File: src/pam_defs.svh
// register offsets, field positions, reset values and frame constants of the management bank
`ifndef PAM_DEFS_SVH
`define PAM_DEFS_SVH

`define PAM_ADDR_ADVERT      5'h04
`define PAM_ADDR_PARTNER     5'h05
`define PAM_ADDR_EXT_STATUS  5'h0f
`define PAM_ADDR_IRQ_CTRL    5'h10

`define PAM_EXT_STATUS_VALUE 16'h8000
`define PAM_ADV_PHY_WMASK    16'hdc00
`define PAM_ADV_PHY_WMASK25  16'hd000
`define PAM_ADV_FIXED_ONES   16'h0001
`define PAM_ADV_RESET        16'h0000

`define PAM_IRQ_EN_BIT       0
`define PAM_IRQ_STAT_BIT     1
`define PAM_IRQ_EN_RESET     1'b1
`define PAM_IRQ_STAT_RESET   1'b0

`define PAM_PREAMBLE_LEN     6'h20
`define PAM_HDR_LAST         5'h0d
`define PAM_DATA_LAST        5'h0f
`define PAM_TA_LAST          5'h01
`define PAM_ST_CODE          2'h1
`define PAM_OP_WRITE         2'h1
`define PAM_OP_READ          2'h2

`endif

File: src/pam_pkg.sv
// types shared by the management bank
package pam_pkg;
    typedef enum logic [1:0] {
        PAM_PREAMBLE,
        PAM_HEADER,
        PAM_TURN,
        PAM_DATA
    } pam_frame_e;
endpackage

File: src/pam_mgmt_regs.sv
// management register bank of the pcs with its serial management slave
//
// Overview of operation
// - extended status bit 15 always reads one; writes never change it
// - extended status bits 14 to 0 always read zero
// - with interrupt enabled, completed auto-negotiation sets interrupt status bit 1
// - while interrupt enable is zero, interrupt status is held at zero
// - interrupt output pin follows the interrupt status bit at all times
// - interrupt enable bit 0 is read/write, resets to one; bits 15:2 read zero
// - undefined addresses read all zeros and ignore writes
// - main reset, lost clock-manager lock, soft reset each restore all defaults
// - 2500BASE-X rate presents the same registers and behaviour as 1000BASE-X
// - 1000BASE-X build without auto-negotiation defines only address 15
// - SGMII build with auto-negotiation defines addresses 4, 5, 15 and 16
// - 2.5G SGMII keeps the 1G layout but ignores speed selection fields except in the MAC mode advertisement
// - SGMII MAC mode advertisement is read-only, resets to zero
// - advertisement register is also loadable from the configuration vector input
// - PHY mode advertisement: bit15 link rw, bit13 zero, bits 9:1 zero, bit0 one
// - acknowledge bit 14 is read/write in PHY mode advertisement, read-only in partner
// - bit 12 duplex, bits 11:10 speed in registers 4 and 5; reset zero in register 4, read live in register 5
// - partner register read-only: link, duplex, speed; bit13, 9:1 zero; bit0 one
`timescale 1ns/1ps
`default_nettype none
`include "pam_defs.svh"

module pam_mgmt_regs
    import pam_pkg::*;
#(
    parameter bit SGMII_WITH_AN = 1'b1,
    parameter bit PHY_MODE      = 1'b0,
    parameter bit RATE_2G5      = 1'b0
) (
    input  wire logic        core_clk,
    input  wire logic        arst_n,
    input  wire logic        mdc,
    input  wire logic        mdioIn,
    output var  logic        mdioOut,
    output var  logic        mdioOeN,
    input  wire logic [4:0]  phyAddr,
    input  wire logic        clockManagerLockedIn,
    input  wire logic        softResetIn,
    input  wire logic        anCompleteIn,
    input  wire logic        anAdvConfigValid,
    input  wire logic [15:0] anAdvConfigVector,
    input  wire logic        partnerLinkUp,
    input  wire logic        partnerAck,
    input  wire logic        partnerFullDuplex,
    input  wire logic [1:0]  partnerSpeed,
    output var  logic        autonegDoneIrqOut
);

    ////////////////////////////////////////////////////////////////////////////
    // input synchronisers

    logic mdcMeta_reg;
    logic mdcSync_reg;
    logic mdcPrev_reg;
    logic mdioMeta_reg;
    logic mdioSync_reg;
    logic lockMeta_reg;
    logic lockSync_reg;

    always_ff @(posedge core_clk or negedge arst_n) begin
        if (!arst_n) begin
            mdcMeta_reg  <= 1'b0;
            mdcSync_reg  <= 1'b0;
            mdcPrev_reg  <= 1'b0;
            mdioMeta_reg <= 1'b1;
            mdioSync_reg <= 1'b1;
            lockMeta_reg <= 1'b0;
            lockSync_reg <= 1'b0;
        end else begin
            mdcMeta_reg  <= mdc;
            mdcSync_reg  <= mdcMeta_reg;
            mdcPrev_reg  <= mdcSync_reg;
            mdioMeta_reg <= mdioIn;
            mdioSync_reg <= mdioMeta_reg;
            lockMeta_reg <= clockManagerLockedIn;
            lockSync_reg <= lockMeta_reg;
        end
    end

    logic mdcRise;
    logic mdcFall;
    logic regClear;

    assign mdcRise  = mdcSync_reg & ~mdcPrev_reg;
    assign mdcFall  = ~mdcSync_reg & mdcPrev_reg;
    assign regClear = ~lockSync_reg | softResetIn;

    ////////////////////////////////////////////////////////////////////////////
    // register storage

    logic [15:0] advert_reg;
    logic        irqEnable_reg;
    logic        irqStatus_reg;
    logic        wrStrobe;
    logic [4:0]  wrAddr;
    logic [15:0] wrData;

    logic [15:0] advWriteMask;
    logic        advWrite;

    // compares a frame's register address with one decoded offset
    function automatic logic addrHit(input logic [4:0] addr, input logic [4:0] target);
        addrHit = addr == target;
    endfunction

    // speed bits carry no meaning at the single 2.5G rate
    assign advWriteMask = RATE_2G5 ? `PAM_ADV_PHY_WMASK25 : `PAM_ADV_PHY_WMASK;
    // mac mode keeps the register read-only; only the configuration vector loads it
    assign advWrite     = wrStrobe && addrHit(wrAddr, `PAM_ADDR_ADVERT) && SGMII_WITH_AN && PHY_MODE;

    always_ff @(posedge core_clk or negedge arst_n) begin
        if (!arst_n) begin
            advert_reg <= `PAM_ADV_RESET;
        end else if (regClear) begin
            advert_reg <= `PAM_ADV_RESET;
        end else if (anAdvConfigValid) begin
            if (PHY_MODE)
                advert_reg <= anAdvConfigVector & advWriteMask;
            else
                advert_reg <= anAdvConfigVector;
        end else if (advWrite) begin
            advert_reg <= wrData & advWriteMask;
        end
    end

    ////////////////////////////////////////////////////////////////////////////
    // interrupt control

    logic irqWrite;

    assign irqWrite = wrStrobe && addrHit(wrAddr, `PAM_ADDR_IRQ_CTRL) && SGMII_WITH_AN;

    always_ff @(posedge core_clk or negedge arst_n) begin
        if (!arst_n) begin
            irqEnable_reg <= `PAM_IRQ_EN_RESET;
        end else if (regClear) begin
            irqEnable_reg <= `PAM_IRQ_EN_RESET;
        end else if (irqWrite) begin
            irqEnable_reg <= wrData[`PAM_IRQ_EN_BIT];
        end
    end

    always_ff @(posedge core_clk or negedge arst_n) begin
        if (!arst_n) begin
            irqStatus_reg <= `PAM_IRQ_STAT_RESET;
        end else if (regClear || !irqEnable_reg || !SGMII_WITH_AN) begin
            irqStatus_reg <= 1'b0;
        end else if (anCompleteIn) begin
            irqStatus_reg <= 1'b1;
        end else if (irqWrite && !wrData[`PAM_IRQ_STAT_BIT]) begin
            irqStatus_reg <= 1'b0;
        end
    end

    assign autonegDoneIrqOut = irqStatus_reg;

    ////////////////////////////////////////////////////////////////////////////
    // read decode

    logic [1:0]  partnerSpeedSeen;
    logic [15:0] partnerWord;
    logic [15:0] advertWord;
    logic [15:0] irqWord;

    // the single 2.5G rate leaves the speed field without meaning, so it reads 00
    assign partnerSpeedSeen = RATE_2G5 ? 2'h0 : partnerSpeed;
    // partner fields are read live; bit 13 and bits 9:1 fixed zero, bit 0 fixed one
    assign partnerWord      = {partnerLinkUp, partnerAck, 1'b0, partnerFullDuplex, partnerSpeedSeen,
                               9'h000, 1'b1};
    assign advertWord       = PHY_MODE ? (advert_reg | `PAM_ADV_FIXED_ONES) : advert_reg;
    assign irqWord          = {14'h0000, irqStatus_reg, irqEnable_reg};

    ////////////////////////////////////////////////////////////////////////////
    // read word selection

    // extended status is the same fixed word in every build and at either rate
    function automatic logic [15:0] readValue(input logic [4:0] addr);
        readValue = 16'h0000;
        if (addrHit(addr, `PAM_ADDR_EXT_STATUS)) begin
            readValue = `PAM_EXT_STATUS_VALUE;
        end else if (SGMII_WITH_AN) begin
            unique case (addr)
                `PAM_ADDR_ADVERT: begin
                    readValue = advertWord;
                end
                `PAM_ADDR_PARTNER: begin
                    readValue = partnerWord;
                end
                `PAM_ADDR_IRQ_CTRL: begin
                    readValue = irqWord;
                end
                default: begin
                    readValue = 16'h0000;
                end
            endcase
        end
    endfunction

    ////////////////////////////////////////////////////////////////////////////
    // serial management frame engine

    pam_frame_e  frame_reg;
    logic [5:0]  preCnt_reg;
    logic [4:0]  bitCnt_reg;
    logic [15:0] shift_reg;
    logic [4:0]  regAddr_reg;
    logic        isRead_reg;
    logic        wrStrobe_reg;
    logic [13:0] header;

    assign header   = {shift_reg[12:0], mdioSync_reg};
    assign wrStrobe = wrStrobe_reg;
    assign wrAddr   = regAddr_reg;
    assign wrData   = shift_reg;

    ////////////////////////////////////////////////////////////////////////////
    // header field decode

    logic [1:0] hdrStart;
    logic [1:0] hdrOpcode;
    logic [4:0] hdrPhyAddr;
    logic [4:0] hdrRegAddr;
    logic       hdrOpValid;
    logic       hdrAccept;
    logic       lastDataRise;

    assign hdrStart     = header[13:12];
    assign hdrOpcode    = header[11:10];
    assign hdrPhyAddr   = header[9:5];
    assign hdrRegAddr   = header[4:0];
    // only the read and write opcodes are answered; anything else is dropped silently
    assign hdrOpValid   = hdrOpcode == `PAM_OP_READ || hdrOpcode == `PAM_OP_WRITE;
    assign hdrAccept    = hdrStart == `PAM_ST_CODE && hdrPhyAddr == phyAddr && hdrOpValid;
    assign lastDataRise = mdcRise && frame_reg == PAM_DATA && bitCnt_reg == `PAM_DATA_LAST;

    ////////////////////////////////////////////////////////////////////////////
    // write strobe, one cycle once the sixteenth data bit of a write is in

    always_ff @(posedge core_clk or negedge arst_n) begin
        if (!arst_n) begin
            wrStrobe_reg <= 1'b0;
        end else begin
            wrStrobe_reg <= lastDataRise && !isRead_reg;
        end
    end

    ////////////////////////////////////////////////////////////////////////////
    // frame state

    always_ff @(posedge core_clk or negedge arst_n) begin
        if (!arst_n) begin
            frame_reg    <= PAM_PREAMBLE;
            preCnt_reg   <= 6'h00;
            bitCnt_reg   <= 5'h00;
            shift_reg    <= 16'h0000;
            regAddr_reg  <= 5'h00;
            isRead_reg   <= 1'b0;
        end else begin
            if (mdcRise) begin
                unique case (frame_reg)
                    PAM_PREAMBLE: begin
                        if (mdioSync_reg) begin
                            if (preCnt_reg != `PAM_PREAMBLE_LEN)
                                preCnt_reg <= preCnt_reg + 6'h01;
                        end else if (preCnt_reg == `PAM_PREAMBLE_LEN) begin
                            frame_reg  <= PAM_HEADER;
                            shift_reg  <= 16'h0000;
                            bitCnt_reg <= 5'h01;
                            preCnt_reg <= 6'h00;
                        end else begin
                            preCnt_reg <= 6'h00;
                        end
                    end
                    PAM_HEADER: begin
                        shift_reg  <= {shift_reg[14:0], mdioSync_reg};
                        bitCnt_reg <= bitCnt_reg + 5'h01;
                        if (bitCnt_reg == `PAM_HDR_LAST) begin
                            bitCnt_reg  <= 5'h00;
                            regAddr_reg <= hdrRegAddr;
                            isRead_reg  <= hdrOpcode == `PAM_OP_READ;
                            shift_reg   <= readValue(hdrRegAddr);
                            if (hdrAccept)
                                frame_reg <= PAM_TURN;
                            else
                                frame_reg <= PAM_PREAMBLE;
                        end
                    end
                    PAM_TURN: begin
                        bitCnt_reg <= bitCnt_reg + 5'h01;
                        if (bitCnt_reg == `PAM_TA_LAST) begin
                            bitCnt_reg <= 5'h00;
                            frame_reg  <= PAM_DATA;
                        end
                    end
                    PAM_DATA: begin
                        bitCnt_reg <= bitCnt_reg + 5'h01;
                        if (isRead_reg)
                            shift_reg <= {shift_reg[14:0], 1'b0};
                        else
                            shift_reg <= {shift_reg[14:0], mdioSync_reg};
                        if (bitCnt_reg == `PAM_DATA_LAST) begin
                            bitCnt_reg <= 5'h00;
                            frame_reg  <= PAM_PREAMBLE;
                        end
                    end
                endcase
            end
        end
    end

    ////////////////////////////////////////////////////////////////////////////
    // data pin driver, drives on falling edges of the management clock, releases after the last data rise

    always_ff @(posedge core_clk or negedge arst_n) begin
        if (!arst_n) begin
            mdioOut <= 1'b1;
            mdioOeN <= 1'b1;
        end else if (!isRead_reg || frame_reg == PAM_PREAMBLE || frame_reg == PAM_HEADER) begin
            mdioOut <= 1'b1;
            mdioOeN <= 1'b1;
        end else if (mdcFall) begin
            if (frame_reg == PAM_TURN && bitCnt_reg == `PAM_TA_LAST) begin
                mdioOut <= 1'b0;
                mdioOeN <= 1'b0;
            end else if (frame_reg == PAM_DATA) begin
                mdioOut <= shift_reg[15];
                mdioOeN <= 1'b0;
            end
        end
    end

endmodule
`default_nettype wire

File: config.mk
export PLATFORM = sky130hd
export DESIGN_NAME = pam_mgmt_regs
export DESIGN_NICKNAME = d
export VERILOG_FILES = /design/src/pam_pkg.sv /design/src/pam_mgmt_regs.sv
export VERILOG_INCLUDE_DIRS = /design/src
export SDC_FILE = /design/constraint.sdc
export NUM_CORES = 1
export LEC_CHECK = 0
export BUFFER_PORTS_ARGS = -buffer_cell sky130_fd_sc_hd__buf_2
export CORE_ASPECT_RATIO = 0.9
export CORE_UTILIZATION = 40
export CTS_BUF_LIST = sky130_fd_sc_hd__clkbuf_4 sky130_fd_sc_hd__clkbuf_8
export DETAILED_ROUTE_END_ITERATION = 7
export SLEW_MARGIN = 20
export SYNTH_ARGS = -nofsm -noshare
export SYNTH_HDL_FRONTEND = slang
export SYNTH_SLANG_ARGS = --single-unit
File: constraint.sdc
create_clock -name core_clk -period 4.8 [get_ports core_clk]
set_input_delay 0.96 -clock core_clk [delete_from_list [all_inputs] [get_ports core_clk]]
set_output_delay 0.96 -clock core_clk [all_outputs]
set_load 0.01 [all_outputs]
==> results.rst <==
.. list-table::
   :header-rows: 1

   * - Metric
     - Value
   * - Outcome
     - complete, no violations
   * - CTS resizes
     - 0
   * - Top-count cell post-synth
     - sky130_fd_sc_hd__dfrtp_1
   * - Share of synthesized flip-flops with an asynchronous set or reset
     - 100.0%
   * - Switching component of the power
     - 0.5119 mW
   * - Portion of total power attributed to combinational logic
     - 22.5%
   * - Multiplexer area fraction after synthesis
     - 12.13%
   * - Clk network pwr share
     - 33.3%
   * - Data arrival time of the critical path
     - 2.52 ns
   * - Fin crit period
     - 2.226 ns
   * - Worst setup path endpoint
     - shift_reg[4]
   * - Count of pins on the block boundary
     - 37
   * - Capturing element type of the critical path
     - register
   * - Required time reported for the critical path endpoint
     - 5.09 ns
   * - R2R Path End
     - shift_reg[4]
   * - Initial drt markers
     - 159
   * - Placer's final routability congestion estimate
     - 0.8268
   * - Sum of negative setup slack
     - 0 ns
   * - Routed wire length
     - 6.684 mm
   * - Max-slew headroom at the worst pin
     - 28.77%
   * - Power Internal
     - 1.063 mW
   * - Setup crit start
     - bitCnt_reg[0]
   * - Pre-CTS setup slack
     - 2.588 ns
   * - R2r worst-path depth
     - 5
   * - Post-detailed-route DRC marker count
     - 0
   * - Area growth from synthesis to layout
     - 15.15%
   * - Worst R2R Start
     - bitCnt_reg[0]
   * - Die height
     - 86.70 microns
   * - Simple-gate share of the synthesized area
     - 16.76%
   * - Worst setup slack after layout
     - 2.574 ns
   * - Number of synthesized register bits
     - 63
   * - Cell taking the most area after synthesis
     - sky130_fd_sc_hd__dfrtp_1
   * - Starting Density
     - 41.84%
   * - Number of hold buffers added after cts
     - 0
   * - Layout cells sized above 1
     - 24.32%
   * - Number of flops mapped to enable cells by yosys
     - 0
   * - Clock skew
     - 0.009896 ns
   * - DRT Pass-1 Iters
     - 4
   * - Register area share after synthesis
     - 49.65%
   * - Area share of xor/xnor cells in the synthesized design
     - 1.648%
   * - Antenna Cells
     - 0
   * - Count of placed standard cells including taps
     - 413
   * - Worst min-delay path category
     - reg2reg
   * - Total number of vias
     - 2,358
   * - Post-Syn Nets
     - 332
   * - Max_cap viols
     - 0
   * - Cell Area, Synth
     - 3188 sq um
   * - TritonCTS clock tree
     - yes
   * - Filler instances
     - 701
   * - Root buffer cell
     - sky130_fd_sc_hd__clkbuf_8
   * - Number of rows created at floorplan
     - 30
   * - Buffers inserted during post-CTS setup optimization
     - 0
   * - H-tree levels
     - 3
   * - Worst reg-to-reg setup slack
     - 2.57 ns
   * - Highest clock frequency the design can meet
     - 0.4493 GHz
   * - Sequential Power Share
     - 44.2%
   * - Share of Yosys cell area claimed by the top area cell type
     - 45.53%
   * - Layout net count
     - 369
   * - Final cycle utilization of the critical path
     - 46.37%
   * - Clock buffer count from CTS
     - 9
   * - Most used standard cells in the synthesized netlist
     - 58 x sky130_fd_sc_hd__dfrtp_1, 26 x sky130_fd_sc_hd__nor2_1, 24 x sky130_fd_sc_hd__mux2i_1, 19 x sky130_fd_sc_hd__nand2_1, 14 x sky130_fd_sc_hd__inv_1
   * - Post-DP HPWL
     - 4.617 mm
   * - Actual transition at the worst max-transition pin
     - 1.066 ns
   * - Post-synthesis cell type count
     - 55
   * - Input/output buffers
     - 36
   * - Clock Sink Count
     - 63
   * - Synthesized netlist cell count
     - 291
   * - Maximum number of pins on one net before global-route repair
     - 64
   * - Max rail drop VDD
     - 0.2212 mV
   * - Synth Flop Type
     - sky130_fd_sc_hd__dfrtp_1
   * - Max Buffers Root-to-Sink
     - 2
   * - Power density cells
     - 429.1 nW/um^2
   * - CP Launch Type
     - register
   * - Crit path kind
     - reg2reg
   * - Leak pwr
     - 1.685 nW
   * - Grt ovf
     - 0
   * - Count of synthesis-stage warnings from yosys
     - 0
   * - Area fraction in compound gates after synthesis
     - 13.81%
   * - Number of nets with antenna violations after detailed routing
     - 0
   * - Mean area per synthesized cell
     - 10.96 sq um
   * - Largest family of logic cells by synthesized area
     - simple AND/OR/NAND/NOR gates
   * - Largest fanout of any net on the critical path
     - 15
   * - Unrepaired setup endpoints after global routing
     - false
   * - Post-route non-filler standard cell count
     - 429
   * - Clock transition at the registers of the reported paths
     - 0.07 ns
   * - Core region area
     - 7620 sq um
   * - Number of slew-limit violations in the final report
     - 0
   * - Aggregate global-route resource usage
     - 17.83%
   * - Setup-violating endpoint count in the final report
     - 0
   * - Die area
     - 8332 sq um
   * - Net switching share of the total power
     - 32.50%
   * - Initial antenna violation count
     - 0
   * - Final Hold Fails
     - 0
   * - Vias in the first global route
     - 2,178
   * - Top cells by area in the synthesized netlist
     - sky130_fd_sc_hd__dfrtp_1 46%, sky130_fd_sc_hd__mux2i_1 7.5%, sky130_fd_sc_hd__mux2_2 4.6%
   * - Synth Area in Adders
     - 2.747%
   * - Wire per inst
     - 15.58 microns
   * - Insertion delay of the later-clocked pin in the worst-skew pair
     - 0.34 ns
   * - Wire length of the first global-routing pass
     - 11.03 mm
   * - Routed via count divided by cell count
     - 5.497
   * - Horiz. Die Dim
     - 96.11 microns
power groups by stage:
stage               clock network (mW)  logic, mW  registers (mW)
floorplan                            0      0.293           0.666
global placement                     0      0.349           0.707
detailed placement                   0      0.355           0.704
CTS                              0.539      0.357           0.696
global route                     0.559      0.396           0.712
finish                           0.524      0.355           0.697
cell type report:
class | instances | area [sq um] | area share, %
timing repair buffer | 37 | 187.7 | 5.112
sequential | 63 | 1583 | 43.12
tap | 96 | 120.1 | 3.272
multi-input combinational | 203 | 1501 | 40.90
clock buffer | 11 | 145.1 | 3.954
clock inverter | 5 | 81.33 | 2.215
inverter | 14 | 52.55 | 1.431
metal layers:
layer	part of all wire, %	wire (microns)	track usage, %
met5	0	0	0
met4	0.91	61	6.377
met3	5.5	369	5.526
met2	43	2890	24.95
met1	50	3362	25.80
stage by stage:
| step | area [sq um] | hold slack (ns) | power, mW | util, % |
|---|---|---|---|---|
| 6_report | 3671 | 0.3498 | 1.575 | 48.18 |
| 5_1_grt | 3671 | 0.3617 | 1.666 | 48.18 |
| 4_1_cts | 3671 | 0.3512 | 1.591 | 48.18 |
| 3_5_place_dp | 3445 | 0.3347 | 1.059 | 45.21 |
| 3_3_place_gp | 3445 | 0.3351 | 1.056 | 45.21 |
| 2_1_floorplan | 3188 | 0.3312 | 0.9592 | - |
worst min-delay path by stage:
stage | startpoint | slack [ns] | end | cells past startpoint
2_1_floorplan | lockMeta_reg | 0.33 | lockSync_reg | 0
3_3_place_gp | mdcMeta_reg | 0.34 | mdcSync_reg | 0
3_5_place_dp | mdcMeta_reg | 0.33 | mdcSync_reg | 0
4_1_cts | mdcMeta_reg | 0.35 | mdcSync_reg | 0
5_1_grt | mdcMeta_reg | 0.36 | mdcSync_reg | 0
6_report | lockMeta_reg | 0.35 | lockSync_reg | 0
worst max-delay path, cell delays in order (launching register included):
cell	delay, ns
sky130_fd_sc_hd__dfrtp_1	0.42
sky130_fd_sc_hd__ha_1	0.28
sky130_fd_sc_hd__and4b_1	0.23
sky130_fd_sc_hd__a21boi_1	0.84
sky130_fd_sc_hd__a22o_1	0.26
sky130_fd_sc_hd__mux2_2	0.13
kinds of logic (layout without fill, tap and decap cells):
logic type	Yosys count	after routing
DFF	63	63
xor gates and xnor gates	6	6
AOI/OAI and AO/OA	58	58
buffers and inverters	25	67
muxes	37	37
and+or+nand+nor	95	95
adders and majority gates	7	7
cells in the final DEF (no fill, tap or decap), types with 5 or more instances in the layout:
cell,netlist,routed
sky130_fd_sc_hd__nand2b_1,8,8
sky130_fd_sc_hd__clkbuf_8,0,10
sky130_fd_sc_hd__dfstp_2,5,5
sky130_fd_sc_hd__o21ai_0,12,12
sky130_fd_sc_hd__dfrtp_1,58,58
sky130_fd_sc_hd__a221o_1,5,5
sky130_fd_sc_hd__mux2_2,13,13
sky130_fd_sc_hd__inv_1,14,14
sky130_fd_sc_hd__and3_1,5,5
sky130_fd_sc_hd__ha_1,7,7
sky130_fd_sc_hd__nand2_1,19,19
sky130_fd_sc_hd__nor3_1,5,5
sky130_fd_sc_hd__buf_2,5,36
sky130_fd_sc_hd__a22o_1,5,5
sky130_fd_sc_hd__mux2i_1,24,24
sky130_fd_sc_hd__o2bb2ai_1,6,6
sky130_fd_sc_hd__nand3_1,8,8
sky130_fd_sc_hd__nor2_1,26,26
sky130_fd_sc_hd__a21oi_1,5,5
Power figures use the tool's default switching activity.
